==> config.mk <==
export PLATFORM = sky130hd
export DESIGN_NAME = prx_phy_rx_status
export DESIGN_NICKNAME = d
export VERILOG_FILES = /design/src/rtl/prx_pkg.sv /design/src/rtl/prx_phy_rx_status.sv
export SDC_FILE = /design/constraint.sdc
export NUM_CORES = 1
export LEC_CHECK = 0
export BUFFER_PORTS_ARGS = -buffer_cell sky130_fd_sc_hd__buf_4
export CAP_MARGIN = 15
export CORE_ASPECT_RATIO = 0.9
export CORE_MARGIN = 1
export CORE_UTILIZATION = 25
export CTS_BUF_LIST = sky130_fd_sc_hd__clkbuf_2 sky130_fd_sc_hd__clkbuf_4 sky130_fd_sc_hd__clkbuf_8
export DETAILED_ROUTE_END_ITERATION = 6
export PLACE_DENSITY = 0.55
export SKIP_LAST_GASP = 1
export SLEW_MARGIN = 15
export SYNTH_ARGS = -nofsm -noshare
export SYNTH_HDL_FRONTEND = slang
export SYNTH_SLANG_ARGS = --single-unit
==> constraint.sdc <==
create_clock -name clk_sys_i -period 3.8 [get_ports clk_sys_i]
set_clock_uncertainty 0.05 [all_clocks]
set_input_delay 1.14 -clock clk_sys_i [delete_from_list [all_inputs] [get_ports clk_sys_i]]
set_output_delay 1.14 -clock clk_sys_i [all_outputs]
set_load 0.03 [all_outputs]
==> src/rtl/prx_pkg.sv <==
// Notes on behaviour
// [RQ1] mii receive clock runs 25 MHz at 100 Mbps, 2.5 MHz at 10 Mbps; the divider gives 20 MHz at 100 Mbps
// [RQ2] in rmii the receive clock pin is unused and not driven
// [RQ3] regulator-off strap on receive clock pin: high disables the core regulator
// [RQ4] mii collision output follows detected medium collision
// [RQ5] mii/rmii choice captured from collision pin at reset release, then held
// [RQ6] low or floating mode strap gives mii, high gives rmii
// [RQ7] rmii crs_dv is high while the receive medium is not idle
// [RQ8] rmii 10 Mbps: crs_dv at carrier, data low until start delimiter seen
// [RQ9] rmii 10 Mbps half duplex: mac transmit data never loops to receive data
// [RQ10] mii carrier-sense output follows detected carrier
// [RQ11] speed indicator active at 100 Mbps, inactive at 10 Mbps
// [RQ12] link indicator active while a link is up at either speed
// [RQ13] traffic indicator active while carrier is present
// [RQ14] duplex indicator active in full duplex, inactive in half
// [RQ15] speed, link, traffic, duplex, carrier pins strap address bits 0 to 4
// [RQ16] captured address bits form the default management address
// [RQ17] strap pins are inputs only in reset, outputs after, values held; the carrier-sense and receive clock pins stay inputs in rmii
package prx_pkg;

    // ==================================================
    // clocking
    localparam int unsigned CLK_HZ        = 40_000_000;
    localparam int unsigned RXCLK_FAST_HZ = 25_000_000;
    localparam int unsigned RXCLK_SLOW_HZ = 2_500_000;
    // half period, rounded down, never below one cycle
    localparam int unsigned HALF_FAST_RAW = CLK_HZ / (2 * RXCLK_FAST_HZ);
    localparam int unsigned HALF_SLOW_RAW = CLK_HZ / (2 * RXCLK_SLOW_HZ);
    localparam logic [7:0]  HALF_FAST     = 8'(HALF_FAST_RAW < 1 ? 1 : HALF_FAST_RAW);
    localparam logic [7:0]  HALF_SLOW     = 8'(HALF_SLOW_RAW < 1 ? 1 : HALF_SLOW_RAW);

    // ==================================================
    // start-of-frame delimiter
    localparam logic [7:0]  SFD_PATTERN   = 8'hab;

    // ==================================================
    // register map (byte addresses)
    localparam logic [7:0]  ADDR_STATUS   = 8'h00;
    localparam logic [7:0]  ADDR_MASK     = 8'h04;
    localparam logic [7:0]  ADDR_STRAP    = 8'h08;
    localparam logic [7:0]  ADDR_LIVE     = 8'h0c;

    // status / mask bits
    localparam int unsigned EV_W          = 5;
    localparam int unsigned EV_LINK       = 0;
    localparam int unsigned EV_SPEED      = 1;
    localparam int unsigned EV_DUPLEX     = 2;
    localparam int unsigned EV_COLL       = 3;
    localparam int unsigned EV_SFD        = 4;
    localparam logic [EV_W-1:0] MASK_RST  = 5'h00;

    // strap register fields
    localparam int unsigned ST_ADDR_LSB   = 0;
    localparam int unsigned ST_RMII       = 5;
    localparam int unsigned ST_REGULATOR_DISABLE_STRAP     = 6;

    // live register fields
    localparam int unsigned LV_LINK       = 0;
    localparam int unsigned LV_SPEED      = 1;
    localparam int unsigned LV_DUPLEX     = 2;
    localparam int unsigned LV_CARRIER    = 3;
    localparam int unsigned LV_COLL       = 4;

    typedef enum logic {
        PRX_SAMPLE,
        PRX_RUN
    } prx_phase_t;

endpackage : prx_pkg

==> src/rtl/prx_phy_rx_status.sv <==
// The placing of the registers and the APB interface to the registers were left to the implementer.
`timescale 1ns/1ps
`default_nettype none
module prx_phy_rx_status
    import prx_pkg::*;
(
    input  wire logic        clk_sys_i,
    input  wire logic        srst_i,
    // apb slave
    input  wire logic        psel_i,
    input  wire logic        penable_i,
    input  wire logic        pwrite_i,
    input  wire logic [7:0]  paddr_i,
    input  wire logic [31:0] pwdata_i,
    output logic      [31:0] prdata_o,
    output logic             pready_o,
    output logic             pslverr_o,
    output logic             irq_o,
    // internal phy core state, same clock
    input  wire logic        link_up_i,
    input  wire logic        speed_fast_i,
    input  wire logic        full_duplex_i,
    input  wire logic        carrier_i,
    input  wire logic        collision_i,
    input  wire logic        mac_tx_en_i,
    input  wire logic [1:0]  rx_dibit_i,
    // recovered line clock and bit, foreign domain
    input  wire logic        line_clk_i,
    input  wire logic        line_bit_i,
    // rmii receive data
    output logic      [1:0]  rxd_o,
    // receive clock / regulator-off strap pin
    input  wire logic        rx_clk_i,
    output logic             rx_clk_o,
    output logic             rx_clk_oe_o,
    // collision / mode strap / crs_dv pin
    input  wire logic        col_crsdv_i,
    output logic             col_crsdv_o,
    output logic             col_crsdv_oe_o,
    // indicator and address strap pins
    input  wire logic        fast_speed_indicator_i,
    output logic             fast_speed_indicator_o,
    output logic             fast_speed_indicator_oe_o,
    input  wire logic        link_indicator_i,
    output logic             link_indicator_o,
    output logic             link_indicator_oe_o,
    input  wire logic        traffic_indicator_i,
    output logic             traffic_indicator_o,
    output logic             traffic_indicator_oe_o,
    input  wire logic        full_duplex_indicator_i,
    output logic             full_duplex_indicator_o,
    output logic             full_duplex_indicator_oe_o,
    input  wire logic        carrier_sense_i,
    output logic             carrier_sense_o,
    output logic             carrier_sense_oe_o,
    // captured configuration
    output logic      [4:0]  phy_addr_o,
    output logic             rmii_mode_o,
    output logic             regulator_disable_strap_o
);

    // ==================================================
    // pin synchronisers
    logic [8:0] sy1_q, sy1_d, sy2_q, sy2_d;
    logic       lclk_prev_q, lclk_prev_d;

    always_comb begin
        sy1_d = {line_bit_i, line_clk_i, rx_clk_i, col_crsdv_i, carrier_sense_i,
                 full_duplex_indicator_i, traffic_indicator_i, link_indicator_i,
                 fast_speed_indicator_i};
        sy2_d       = sy1_q;
        lclk_prev_d = sy2_q[7];
    end

    always_ff @(posedge clk_sys_i) begin
        sy1_q       <= sy1_d;
        sy2_q       <= sy2_d;
        lclk_prev_q <= lclk_prev_d;
    end

    logic line_rise;
    assign line_rise = sy2_q[7] & ~lclk_prev_q;

    // ==================================================
    // strap capture
    prx_phase_t phase_q, phase_d;
    logic [4:0] addr_q, addr_d;
    logic       rmii_q, rmii_d;
    logic       regulator_disable_strap_q, regulator_disable_strap_d;

    always_comb begin
        phase_d  = phase_q;
        addr_d   = addr_q;
        rmii_d   = rmii_q;
        regulator_disable_strap_d = regulator_disable_strap_q;
        case (phase_q)
            // first cycle after release: pins still undriven by us
            PRX_SAMPLE: begin
                addr_d   = sy2_q[4:0];    // [RQ15] [RQ16]
                rmii_d   = sy2_q[5];      // [RQ5] [RQ6]
                regulator_disable_strap_d = sy2_q[6];      // [RQ3]
                phase_d  = PRX_RUN;
            end
            PRX_RUN: begin
                phase_d  = PRX_RUN;       // [RQ17]
            end
            default: begin
                phase_d  = PRX_SAMPLE;
            end
        endcase
    end

    always_ff @(posedge clk_sys_i) begin
        if (srst_i) begin
            phase_q  <= PRX_SAMPLE;
            addr_q   <= 5'h00;
            rmii_q   <= 1'b0;
            regulator_disable_strap_q <= 1'b0;
        end else begin
            phase_q  <= phase_d;
            addr_q   <= addr_d;
            rmii_q   <= rmii_d;
            regulator_disable_strap_q <= regulator_disable_strap_d;
        end
    end

    logic run;
    assign run = (phase_q == PRX_RUN);

    // ==================================================
    // receive clock divider and delimiter hunt
    logic [7:0] div_q, div_d;
    logic       rck_q, rck_d;
    logic [7:0] shf_q, shf_d;
    logic       sfd_q, sfd_d;
    logic       sfd_hit;

    always_comb begin
        div_d   = div_q;
        rck_d   = rck_q;
        shf_d   = shf_q;
        sfd_d   = sfd_q;
        sfd_hit = 1'b0;
        if (rmii_q) begin
            div_d = 8'h00;
            rck_d = 1'b0;                                          // [RQ2]
        end else if (div_q + 8'h01 >= (speed_fast_i ? HALF_FAST : HALF_SLOW)) begin
            div_d = 8'h00;
            rck_d = ~rck_q;                                        // [RQ1]
        end else begin
            div_d = div_q + 8'h01;
        end
        if (!carrier_i) begin
            shf_d = 8'h00;
            sfd_d = 1'b0;
        end else if (line_rise && !sfd_q) begin
            shf_d = {shf_q[6:0], sy2_q[8]};
            if ({shf_q[6:0], sy2_q[8]} == SFD_PATTERN) begin       // [RQ8]
                sfd_d   = 1'b1;
                sfd_hit = 1'b1;
            end
        end
    end

    always_ff @(posedge clk_sys_i) begin
        if (srst_i) begin
            div_q <= 8'h00;
            rck_q <= 1'b0;
            shf_q <= 8'h00;
            sfd_q <= 1'b0;
        end else begin
            div_q <= div_d;
            rck_q <= rck_d;
            shf_q <= shf_d;
            sfd_q <= sfd_d;
        end
    end

    // ==================================================
    // pin outputs, all registered
    logic [1:0] rxd_d;
    logic       col_d, crs_d;
    logic       loop_block;

    // half duplex 10M: our own transmit must not reach the mac receive side
    assign loop_block = ~speed_fast_i & ~full_duplex_i & mac_tx_en_i;

    always_comb begin
        rxd_d = 2'b00;
        if (rmii_q && carrier_i && !loop_block) begin               // [RQ9]
            if (speed_fast_i || sfd_q) begin
                rxd_d = rx_dibit_i;                                 // [RQ8]
            end
        end
        col_d = rmii_q ? carrier_i : collision_i;                   // [RQ4] [RQ7]
        crs_d = carrier_i;                                          // [RQ10]
    end

    always_ff @(posedge clk_sys_i) begin
        if (srst_i) begin
            rxd_o                      <= 2'b00;
            rx_clk_o                   <= 1'b0;
            rx_clk_oe_o                <= 1'b0;
            col_crsdv_o                <= 1'b0;
            col_crsdv_oe_o             <= 1'b0;
            fast_speed_indicator_o     <= 1'b0;
            fast_speed_indicator_oe_o  <= 1'b0;
            link_indicator_o           <= 1'b0;
            link_indicator_oe_o        <= 1'b0;
            traffic_indicator_o        <= 1'b0;
            traffic_indicator_oe_o     <= 1'b0;
            full_duplex_indicator_o    <= 1'b0;
            full_duplex_indicator_oe_o <= 1'b0;
            carrier_sense_o            <= 1'b0;
            carrier_sense_oe_o         <= 1'b0;
            phy_addr_o                 <= 5'h00;
            rmii_mode_o                <= 1'b0;
            regulator_disable_strap_o  <= 1'b0;
        end else begin
            rxd_o                      <= run ? rxd_d : 2'b00;
            rx_clk_o                   <= rck_q;
            rx_clk_oe_o                <= run & ~rmii_q;            // [RQ2] [RQ17]
            col_crsdv_o                <= col_d;
            col_crsdv_oe_o             <= run;                      // [RQ17]
            fast_speed_indicator_o     <= speed_fast_i;             // [RQ11]
            fast_speed_indicator_oe_o  <= run;
            link_indicator_o           <= link_up_i;                // [RQ12]
            link_indicator_oe_o        <= run;
            traffic_indicator_o        <= carrier_i;                // [RQ13]
            traffic_indicator_oe_o     <= run;
            full_duplex_indicator_o    <= full_duplex_i;            // [RQ14]
            full_duplex_indicator_oe_o <= run;
            carrier_sense_o            <= crs_d;
            carrier_sense_oe_o         <= run & ~rmii_q;            // [RQ17]
            phy_addr_o                 <= addr_q;                   // [RQ16]
            rmii_mode_o                <= rmii_q;
            regulator_disable_strap_o  <= regulator_disable_strap_q;                 // [RQ3]
        end
    end

    // ==================================================
    // apb registers and interrupt
    logic [EV_W-1:0] stat_q, stat_d, mask_q, mask_d, ev;
    logic [2:0]      prev_q, prev_d;
    logic [31:0]     rdata_d;
    logic            rdy_d, err_d, irq_d, mapped, done;

    always_comb begin
        ev            = '0;
        ev[EV_LINK]   = run & (link_up_i     ^ prev_q[0]);
        ev[EV_SPEED]  = run & (speed_fast_i  ^ prev_q[1]);
        ev[EV_DUPLEX] = run & (full_duplex_i ^ prev_q[2]);
        ev[EV_COLL]   = run & collision_i & ~rmii_q;
        ev[EV_SFD]    = sfd_hit;
        prev_d        = {full_duplex_i, speed_fast_i, link_up_i};
        mapped = (paddr_i == ADDR_STATUS) || (paddr_i == ADDR_MASK) ||
                 (paddr_i == ADDR_STRAP)  || (paddr_i == ADDR_LIVE);
        done   = psel_i & penable_i & pready_o;
        rdy_d  = psel_i & ~penable_i;
        err_d  = psel_i & ~penable_i & ~mapped;
        rdata_d = 32'h0000_0000;
        case (paddr_i)
            ADDR_STATUS: rdata_d[EV_W-1:0] = stat_q;
            ADDR_MASK:   rdata_d[EV_W-1:0] = mask_q;
            ADDR_STRAP: begin
                rdata_d[ST_ADDR_LSB +: 5] = addr_q;
                rdata_d[ST_RMII]          = rmii_q;
                rdata_d[ST_REGULATOR_DISABLE_STRAP]        = regulator_disable_strap_q;
            end
            ADDR_LIVE: begin
                rdata_d[LV_LINK]    = link_up_i;
                rdata_d[LV_SPEED]   = speed_fast_i;
                rdata_d[LV_DUPLEX]  = full_duplex_i;
                rdata_d[LV_CARRIER] = carrier_i;
                rdata_d[LV_COLL]    = collision_i;
            end
            default: rdata_d = 32'h0000_0000;
        endcase
        if (!(psel_i && !penable_i && !pwrite_i)) begin
            rdata_d = prdata_o;
        end
        mask_d = mask_q;
        if (done && pwrite_i && paddr_i == ADDR_MASK) begin
            mask_d = pwdata_i[EV_W-1:0];
        end
        stat_d = stat_q;
        // clear only what the read reported, so a setup-cycle event is kept
        if (done && !pwrite_i && paddr_i == ADDR_STATUS) begin
            stat_d = stat_q & ~prdata_o[EV_W-1:0];
        end
        // a new event in the clearing cycle survives
        stat_d = stat_d | ev;
        irq_d  = |(stat_d & mask_d);
    end

    always_ff @(posedge clk_sys_i) begin
        if (srst_i) begin
            stat_q    <= '0;
            mask_q    <= MASK_RST;
            prev_q    <= 3'b000;
            prdata_o  <= 32'h0000_0000;
            pready_o  <= 1'b0;
            pslverr_o <= 1'b0;
            irq_o     <= 1'b0;
        end else begin
            stat_q    <= stat_d;
            mask_q    <= mask_d;
            prev_q    <= prev_d;
            prdata_o  <= rdata_d;
            pready_o  <= rdy_d;
            pslverr_o <= err_d;
            irq_o     <= irq_d;
        end
    end

endmodule : prx_phy_rx_status
`default_nettype wire

After elaboration in Yosys (flattened, before gate mapping)
Index checks and enable logic that the tools add are counted.
{ "totals": {"n_memories": 0, "latchBits": 0, "rom_bits": 0, "ramBits": 0, "ff_bits": 84, "word_cells": 101, "inputBits": 62} }
{ "op_classes": {"add_sub_neg": 1, "n_mux": 10, "shift": 0, "n_bitwise": 31, "n_reduce_logical": 24, "mul": 0, "eq_ne": 4, "n_lt_le_gt_ge": 1, "div_mod_pow": 0} }
{ "op_table": {"columns": ["cell", "n"], "rows": [
  ["5-bit one-hot mux with 4 select lines", 1],
  ["8-bit by 4-bit equality test with 1-bit output, second input constant", 2],
  ["1-bit bitwise AND", 13],
  ["1-bit NOT", 11],
  ["5-bit bitwise AND", 2],
  ["5-bit two-way mux", 2],
  ["1-bit logical AND", 9],
  ["8-bit by 1-bit adder with 8-bit output, second input constant", 1],
  ["8-bit by 3-bit equality test with 1-bit output, second input constant", 1],
  ["8-bit equality test, second input constant", 1],
  ["8-bit by 4-bit >= comparator with 1-bit output", 1],
  ["8-bit logical NOT", 1],
  ["1-bit two-way mux", 5],
  ["5-bit NOT", 1],
  ["5-bit OR", 1],
  ["5-bit OR reduction", 1],
  ["1-bit logical NOT", 4],
  ["1-bit logical OR", 4],
  ["4-bit two-way mux", 1],
  ["2-bit OR reduction", 2],
  ["4-bit OR reduction", 1],
  ["3-bit OR reduction", 1],
  ["1-bit bitwise XOR", 3],
  ["2-bit two-way mux", 1],
  ["2-bit AND reduction", 1]
]} }

Depth between registers and ports, before layout
Gate-level depths: netlist of the first run.
{ "logic_depth": {"depth_word": 8, "depth_mapped": 7, "mapped_depth_nobuf": 7} }

Least setup slack after synthesis of the first run
OpenSTA, ideal clock, no wires.
{ "synth_path": {"path_type": "input to register", "from": "in paddr_i[1]", "to": "reg irq_o", "stages": 6, "setup_slack_ns": 0.752, "arrival_ns": 2.860, "setup_ns": 0.138, "t_required_ns": 3.612, "path_cell_list": "or4_4 > or4_4 > buf_6 > mux2_4 > a22oi_2 > a41oi_1"} }
{ "synth_via": {"elab_chain_len": 6} }
{ "synth_rtl": {"columns": ["element", "line", "text"], "rows": [
  ["start, declared", "prx_phy_rx_status.sv:13", "input wire logic [7:0] paddr_i,"],
  ["8-bit logical NOT", "prx_phy_rx_status.sv:288", "if (done && !pwrite_i && paddr_i == ADDR_STATUS) begin"],
  ["1-bit logical AND", "prx_phy_rx_status.sv:288", null],
  ["5-bit two-way mux", "prx_phy_rx_status.sv:288", null],
  ["5-bit OR", "prx_phy_rx_status.sv:292", "stat_d = stat_d | ev;"],
  ["5-bit bitwise AND *", "prx_phy_rx_status.sv:293", "irq_d = |(stat_d & mask_d);"],
  ["5-bit OR reduction *", "prx_phy_rx_status.sv:293", null],
  ["end signal, assigned", "prx_phy_rx_status.sv:312", "irq_o <= irq_d;"],
  ["end, declared", "prx_phy_rx_status.sv:18", "output logic irq_o,"]
]} }
Every way passes the cells marked *; elsewhere a longest branch is shown, timed or not.
A chain may end at the register's enable or synchronous reset.

Final worst setup path of the first run
Same ends and word-level chain as after synthesis.

==> results of run 1 <==
power breakdown:
group	internal, uW	switching (uW)
clock network	374	306
logic	70.4	107
registers	881	19.3
total	1330	431
sequential cells by signal, indices dropped and copies added, names as in the netlist, 2 cells and up:
signal      cells
phy_addr_o      5
mask_q          5
div_q           8
addr_q          5
sy1_q           9
sy2_q           9
shf_q           7
prev_q          2
rxd_o           2
prdata_o        7
stat_q          5
worst max-delay path: cells and delay by family:
kind            cells  cell delay [ns]
simple gates        3             1.46
compound gates      1             0.21
buf+inv             1             0.11
mux                 1             0.17
through the flow:
stage	std cells	utilization, %	cell area (um2)	total power, uW	worst slack [ns]
5_1_grt	513	32.7	3800	1830	0.896
2_1_floorplan	312	-	3150	1050	0.752
3_5_place_dp	497	30.8	3580	1100	0.567
4_1_cts	513	32.7	3800	1780	0.934
6_report	513	32.7	3800	1760	0.939
3_3_place_gp	497	30.8	3580	1100	0.530
cells in the mapped netlist, drive strengths merged (3+ instances only):
cell type	number	area (um2)
xor2	3	26.3
o21ai	3	15.0
nor3b	3	22.5
inv	9	33.8
buf	33	248
nor2b	14	87.6
mux4	5	113
and2	7	43.8
ha	3	37.5
xnor2	4	35.0
or2	4	25.0
a22oi	9	72.6
nor2	37	139
or3	3	18.8
clkbuf	7	26.3
or4	4	37.5
nand3	3	15.0
mux2i	17	170
dfxtp	81	1620
nand2b	3	18.8
nand2	6	22.5
per-layer routing:
metal / global-route usage [%] / vias up / part of all wire, %
met1: 14.6 / 928 / 49
met3: 3.19 / 8 / 7.0
met4: 5.31 / 0 / 1.5
met5: 0 / - / 0
li1: - / 1039 / -
met2: 15.8 / 88 / 42
layout make-up:
cell class	instances	area share, %
clock inverters	6	2.17
inverters	9	0.889
well taps	156	5.14
multi-input cells	182	32.0
clock buffers	10	3.46
repair buffers	69	13.6
flip-flops and latches	81	42.7
kinds of logic after synthesis:
group           after synthesis  share of synthesized area [%]
compound gates               24                           5.88
buf+inv                      49                           10.1
mux                          24                           10.3
other cells                   1                          0.123
xor+xnor                      7                           2.02
flops                        81                           53.3
fa+ha+maj                     3                           1.23
simple gates                 95                           17.0
worst paths after layout:
| kind | start | endpoint | slack [ns] |
|---|---|---|---|
| worst max-delay path | paddr_i[1] | irq_o$_SDFF_PP0_ | 0.94 |
| worst min register to register | sy1_q[7]$_DFF_P_ | sy2_q[7]$_DFF_P_ | 0.28 |
| worst min-delay path | sy1_q[7]$_DFF_P_ | sy2_q[7]$_DFF_P_ | 0.28 |
| worst max register to register | div_q[2]$_SDFF_PP0_ | div_q[3]$_SDFF_PP0_ | 1.53 |
==> results.json, run 1 <==
{
  "fin_setup_tns_ns": 0,
  "drcViolationCount": 0,
  "slew_headroom_pct": 62.6,
  "wl_mm": 6.50,
  "vdd_ir_drop_max_mv": 0.211,
  "nets": 417,
  "cp_max_fo": 5,
  "ys_seq_area_share_pct": 53.3,
  "ys_types": 43,
  "cp_common_cell": "or4_4",
  "regArea_mm2": 0.00162,
  "leakagePower_uw": 0.00167,
  "worstSetupPathType": "in -> reg",
  "synth-edff-count": 0,
  "routabilityCongestion": 0.761,
  "path_cells": "buf_4, or4_4, or4_4, mux2i_1, or2_2, a41oi_1",
  "rsz0062_at_grt": "false",
  "critPathArrivalTime_ns": 3.08,
  "status": "complete, no violations",
  "vias": 2063,
  "syn_to_final_growth_pct": 24.9,
  "dp_hpwl_mm": 4.77,
  "endpoint_kind": "flop",
  "start_util_pct": 26.2,
  "cts_buffers": 9,
  "drive_gt1_share_pct": 28.3,
  "pwr_density_cell_mw_per_mm2": 462,
  "ys_ff_latch": 81,
  "grt_max_degree": 37,
  "reg2reg_depth": 7,
  "yosysWarnings": 0,
  "die_h_um": 107,
  "portBuffers": 67,
  "antenna_left": 0,
  "holdBufCountCts": 0,
  "slowest_delay_ns": 0.62,
  "grt-ovfl-total": 0,
  "track_usage_pct": 10.8,
  "rows": 37,
  "min_path_cells": 0,
  "worstMarginPinSlew_ns": 0.560,
  "cts_resized": 0,
  "maxCapViolCount": 0,
  "post-route-period-util_pct": 75.3,
  "root_buffer": "clkbuf_8",
  "synthCells": 284,
  "hold_viol": 0,
  "cts_setup_buffers": 0,
  "wl_per_cell_um": 12.7,
  "worstSkewPairLatency_ns": 0.35,
  "coreArea_mm2": 0.0116,
  "layout_common_cells": "dfxtp_1 (81), buf_4 (69), nor2_1 (37), conb_1 (29), mux2i_1 (17)",
  "async_reset_ff_share_pct": 0,
  "synth_ff_type": "dfxtp_1",
  "grt_first_pass_wirelength_mm": 10.2,
  "required_ns": 4.02,
  "ioPinCount": 120,
  "clk_pin_slew_worst_paths_ns": 0.08,
  "clock_path_buffers": 2,
  "fillers": 1168,
  "via_per_inst": 4.02,
  "cts_tree": "done",
  "syn-cell-area_mm2": 0.00304,
  "final_common_cell": "dfxtp_1",
  "post-route-min-period_ns": 2.86,
  "startpoint_type": "primary input",
  "multi_input_area_mm2": 0.00122,
  "htreeDepth": 3,
  "dr.pass1.iters": 6,
  "fmax_ghz": 0.350,
  "setup_viol": 0,
  "grt_pass1_vias": 1962,
  "antenna_found_initial": 0,
  "report.final.slew_viol_count": 0,
  "timing.hold.ws_ns": 0.275,
  "syn_avg_cell_area_um2": 10.7,
  "die_area_mm2": 0.0126,
  "cts.sink_count": 81,
  "drt_iter0_drc": 91,
  "critPathSlowestCell": "or4_4",
  "diodes": 0,
  "die_w_um": 118,
  "hp-class": "reg -> reg"
}
No activity file was read; power rests on OpenSTA's default activity.
==> run 2: changes to the inputs <==
ABC_AREA = 1   (was default)
PLACE_DENSITY = 0.56   (was 0.55)
clock period = 2.39 ns   (was 3.8 ns; I/O delays follow)
==> results.json, run 2 <==
{
  "status": "complete, no violations",
  "coreArea_mm2": 0.0121,
  "dp_hpwl_mm": 4.99,
  "die_w_um": 120,
  "maxCapViolCount": 0,
  "yosysWarnings": 0,
  "final_common_cell": "dfxtp_1",
  "ioPinCount": 120,
  "synth_ff_type": "dfxtp_1",
  "path_buf_inv": 1,
  "diodes": 0,
  "track_usage_pct": 11.0,
  "grt_max_degree": 33,
  "grt-ovfl-total": 0,
  "synth.most_common_cell": "dfxtp_1",
  "root_buffer": "clkbuf_8",
  "worstMarginPinSlew_ns": 0.589,
  "portBuffers": 67,
  "fmax_ghz": 0.584,
  "antenna_found_initial": 0,
  "holdBufCountCts": 0,
  "cp_max_fo": 11,
  "wl_per_cell_um": 10.8,
  "grt_first_pass_wirelength_mm": 11.0,
  "cts_resized": 0,
  "drcViolationCount": 0,
  "ys_types": 27,
  "endpoint_kind": "flop",
  "antenna_left": 0,
  "dr.pass1.iters": 4,
  "fin_setup_tns_ns": 0,
  "slew_headroom_pct": 60.7,
  "rsz0062_at_grt": "false",
  "pwr_density_cell_mw_per_mm2": 677,
  "syn-cell-area_mm2": 0.00314,
  "post-route-min-period_ns": 1.71,
  "syn_to_final_growth_pct": 23.2,
  "nets": 516,
  "cts_setup_buffers": 0,
  "syn_avg_cell_area_um2": 8.21,
  "startpoint_type": "primary input",
  "start_util_pct": 25.9,
  "critPathSlowestCell": "nor2_4",
  "critPathArrivalTime_ns": 1.90,
  "crit_family": "simple AND/OR/NAND/NOR gates",
  "rows": 38,
  "synthCells": 382,
  "path_cells": "buf_4, nor2_2, nand2_4, nor2_4, nand3_1, nand2_1, nand2_1, nand2_1, nand2_1, nor2_1, nor2_1",
  "wl_mm": 6.66,
  "yosys.area.top_type": "dfxtp_1",
  "drive_gt1_share_pct": 23.0,
  "async_reset_ff_share_pct": 0,
  "clk_pin_slew_worst_paths_ns": 0.08,
  "worstSetupPathType": "in -> reg",
  "die_h_um": 108,
  "grt_pass1_vias": 2326,
  "ys_seq_area_share_pct": 51.7,
  "reg_top3": "sy1_q (9), sy2_q (9), div_q (8)",
  "required_ns": 2.57,
  "vdd_ir_drop_max_mv": 0.409,
  "clock_path_buffers": 2,
  "routabilityCongestion": 0.764,
  "post-route-period-util_pct": 71.6,
  "hp-class": "reg -> reg",
  "synth-edff-count": 0,
  "leakagePower_uw": 0.00177,
  "ys_ff_latch": 81,
  "worstSkewPairLatency_ns": 0.36,
  "yosys-top-cells-count": "dfxtp_1 (81), nand2_1 (75), nor2_1 (42)",
  "drt_iter0_drc": 102,
  "layout_common_cells": "dfxtp_1 (81), nand2_1 (75), buf_4 (69), nor2_1 (42), inv_1 (39)",
  "setup_viol": 0,
  "htreeDepth": 3,
  "fillers": 1282,
  "cts.sink_count": 81,
  "report.final.slew_viol_count": 0,
  "die_area_mm2": 0.0130,
  "cp_common_cell": "nand2_1",
  "via_per_inst": 3.97,
  "cts_tree": "done",
  "vias": 2448,
  "r2r_slack_ns": 0.71,
  "hold_viol": 0,
  "timing.hold.ws_ns": 0.279,
  "synth_top_area_share_pct": 51.7,
  "synth_area_leaders": "dfxtp_1 (52%), nand2_1 (9.0%), buf_4 (7.4%), nor2_1 (5.0%), a21oi_1 (4.8%)",
  "cts_buffers": 9,
  "slowest_delay_ns": 0.28
}
## run 2: final cells by class
type / count / area, um2 / share of cell area [%]
clock inverters: 4 / 28.8 / 0.745
multi-input cells: 249 / 1190 / 30.7
well taps: 160 / 200 / 5.18
repair buffers: 69 / 518 / 13.4
inverters: 41 / 154 / 3.98
clock buffers: 12 / 153 / 3.95
flip-flops and latches: 81 / 1620 / 42.0
## run 2: logic make-up (layout without fill, tap and decap cells)
| logic type | count (synthesis) | count (layout) | synth area share (%) |
|---|---|---|---|
| other | 1 | 29 | 0.120 |
| and+or+nand+nor | 160 | 160 | 23.5 |
| DFF | 81 | 81 | 51.7 |
| buffers and inverters | 80 | 126 | 13.8 |
| adders and majority gates | 3 | 3 | 1.20 |
| xor gates and xnor gates | 1 | 1 | 0.279 |
| AOI/OAI and AO/OA | 56 | 56 | 9.42 |
## run 2: final timing paths
path                                           from                   to  cells after the start
worst max-delay path                     paddr_i[5]     irq_o$_SDFF_PP0_                     11
worst min-delay path               sy1_q[3]$_DFF_P_     sy2_q[3]$_DFF_P_                      0
worst max register to register  div_q[0]$_SDFF_PP0_  div_q[3]$_SDFF_PP0_                      9
worst min register to register     sy1_q[3]$_DFF_P_     sy2_q[3]$_DFF_P_                      0
## run 2: through the flow
stage / total power, uW / setup slack [ns] / cells / cell area [um2] / util (%)
6_report: 2620 / 0.679 / 616 / 3860 / 31.9
5_1_grt: 2750 / 0.410 / 616 / 3860 / 31.9
4_1_cts: 2660 / 0.665 / 616 / 3860 / 31.9
3_5_place_dp: 1750 / 0.294 / 600 / 3680 / 30.4
3_3_place_gp: 1740 / 0.313 / 600 / 3680 / 30.4
2_1_floorplan: 1670 / 0.610 / 410 / 3240 / -
## run 2: per-layer routing
layer | vias up | global-route usage (%) | routed length, um
met4 | 0 | 4.29 | 83
met3 | 8 | 4.32 | 557
met1 | 1089 | 12.8 | 2910
met2 | 78 | 18.3 | 3110
met5 | - | 0 | 0
li1 | 1273 | - | -
## run 2: report_power, final
group	internal (uW)	switching (uW)
sequential	1400	27.8
clock	429	473
combinational	93.4	188
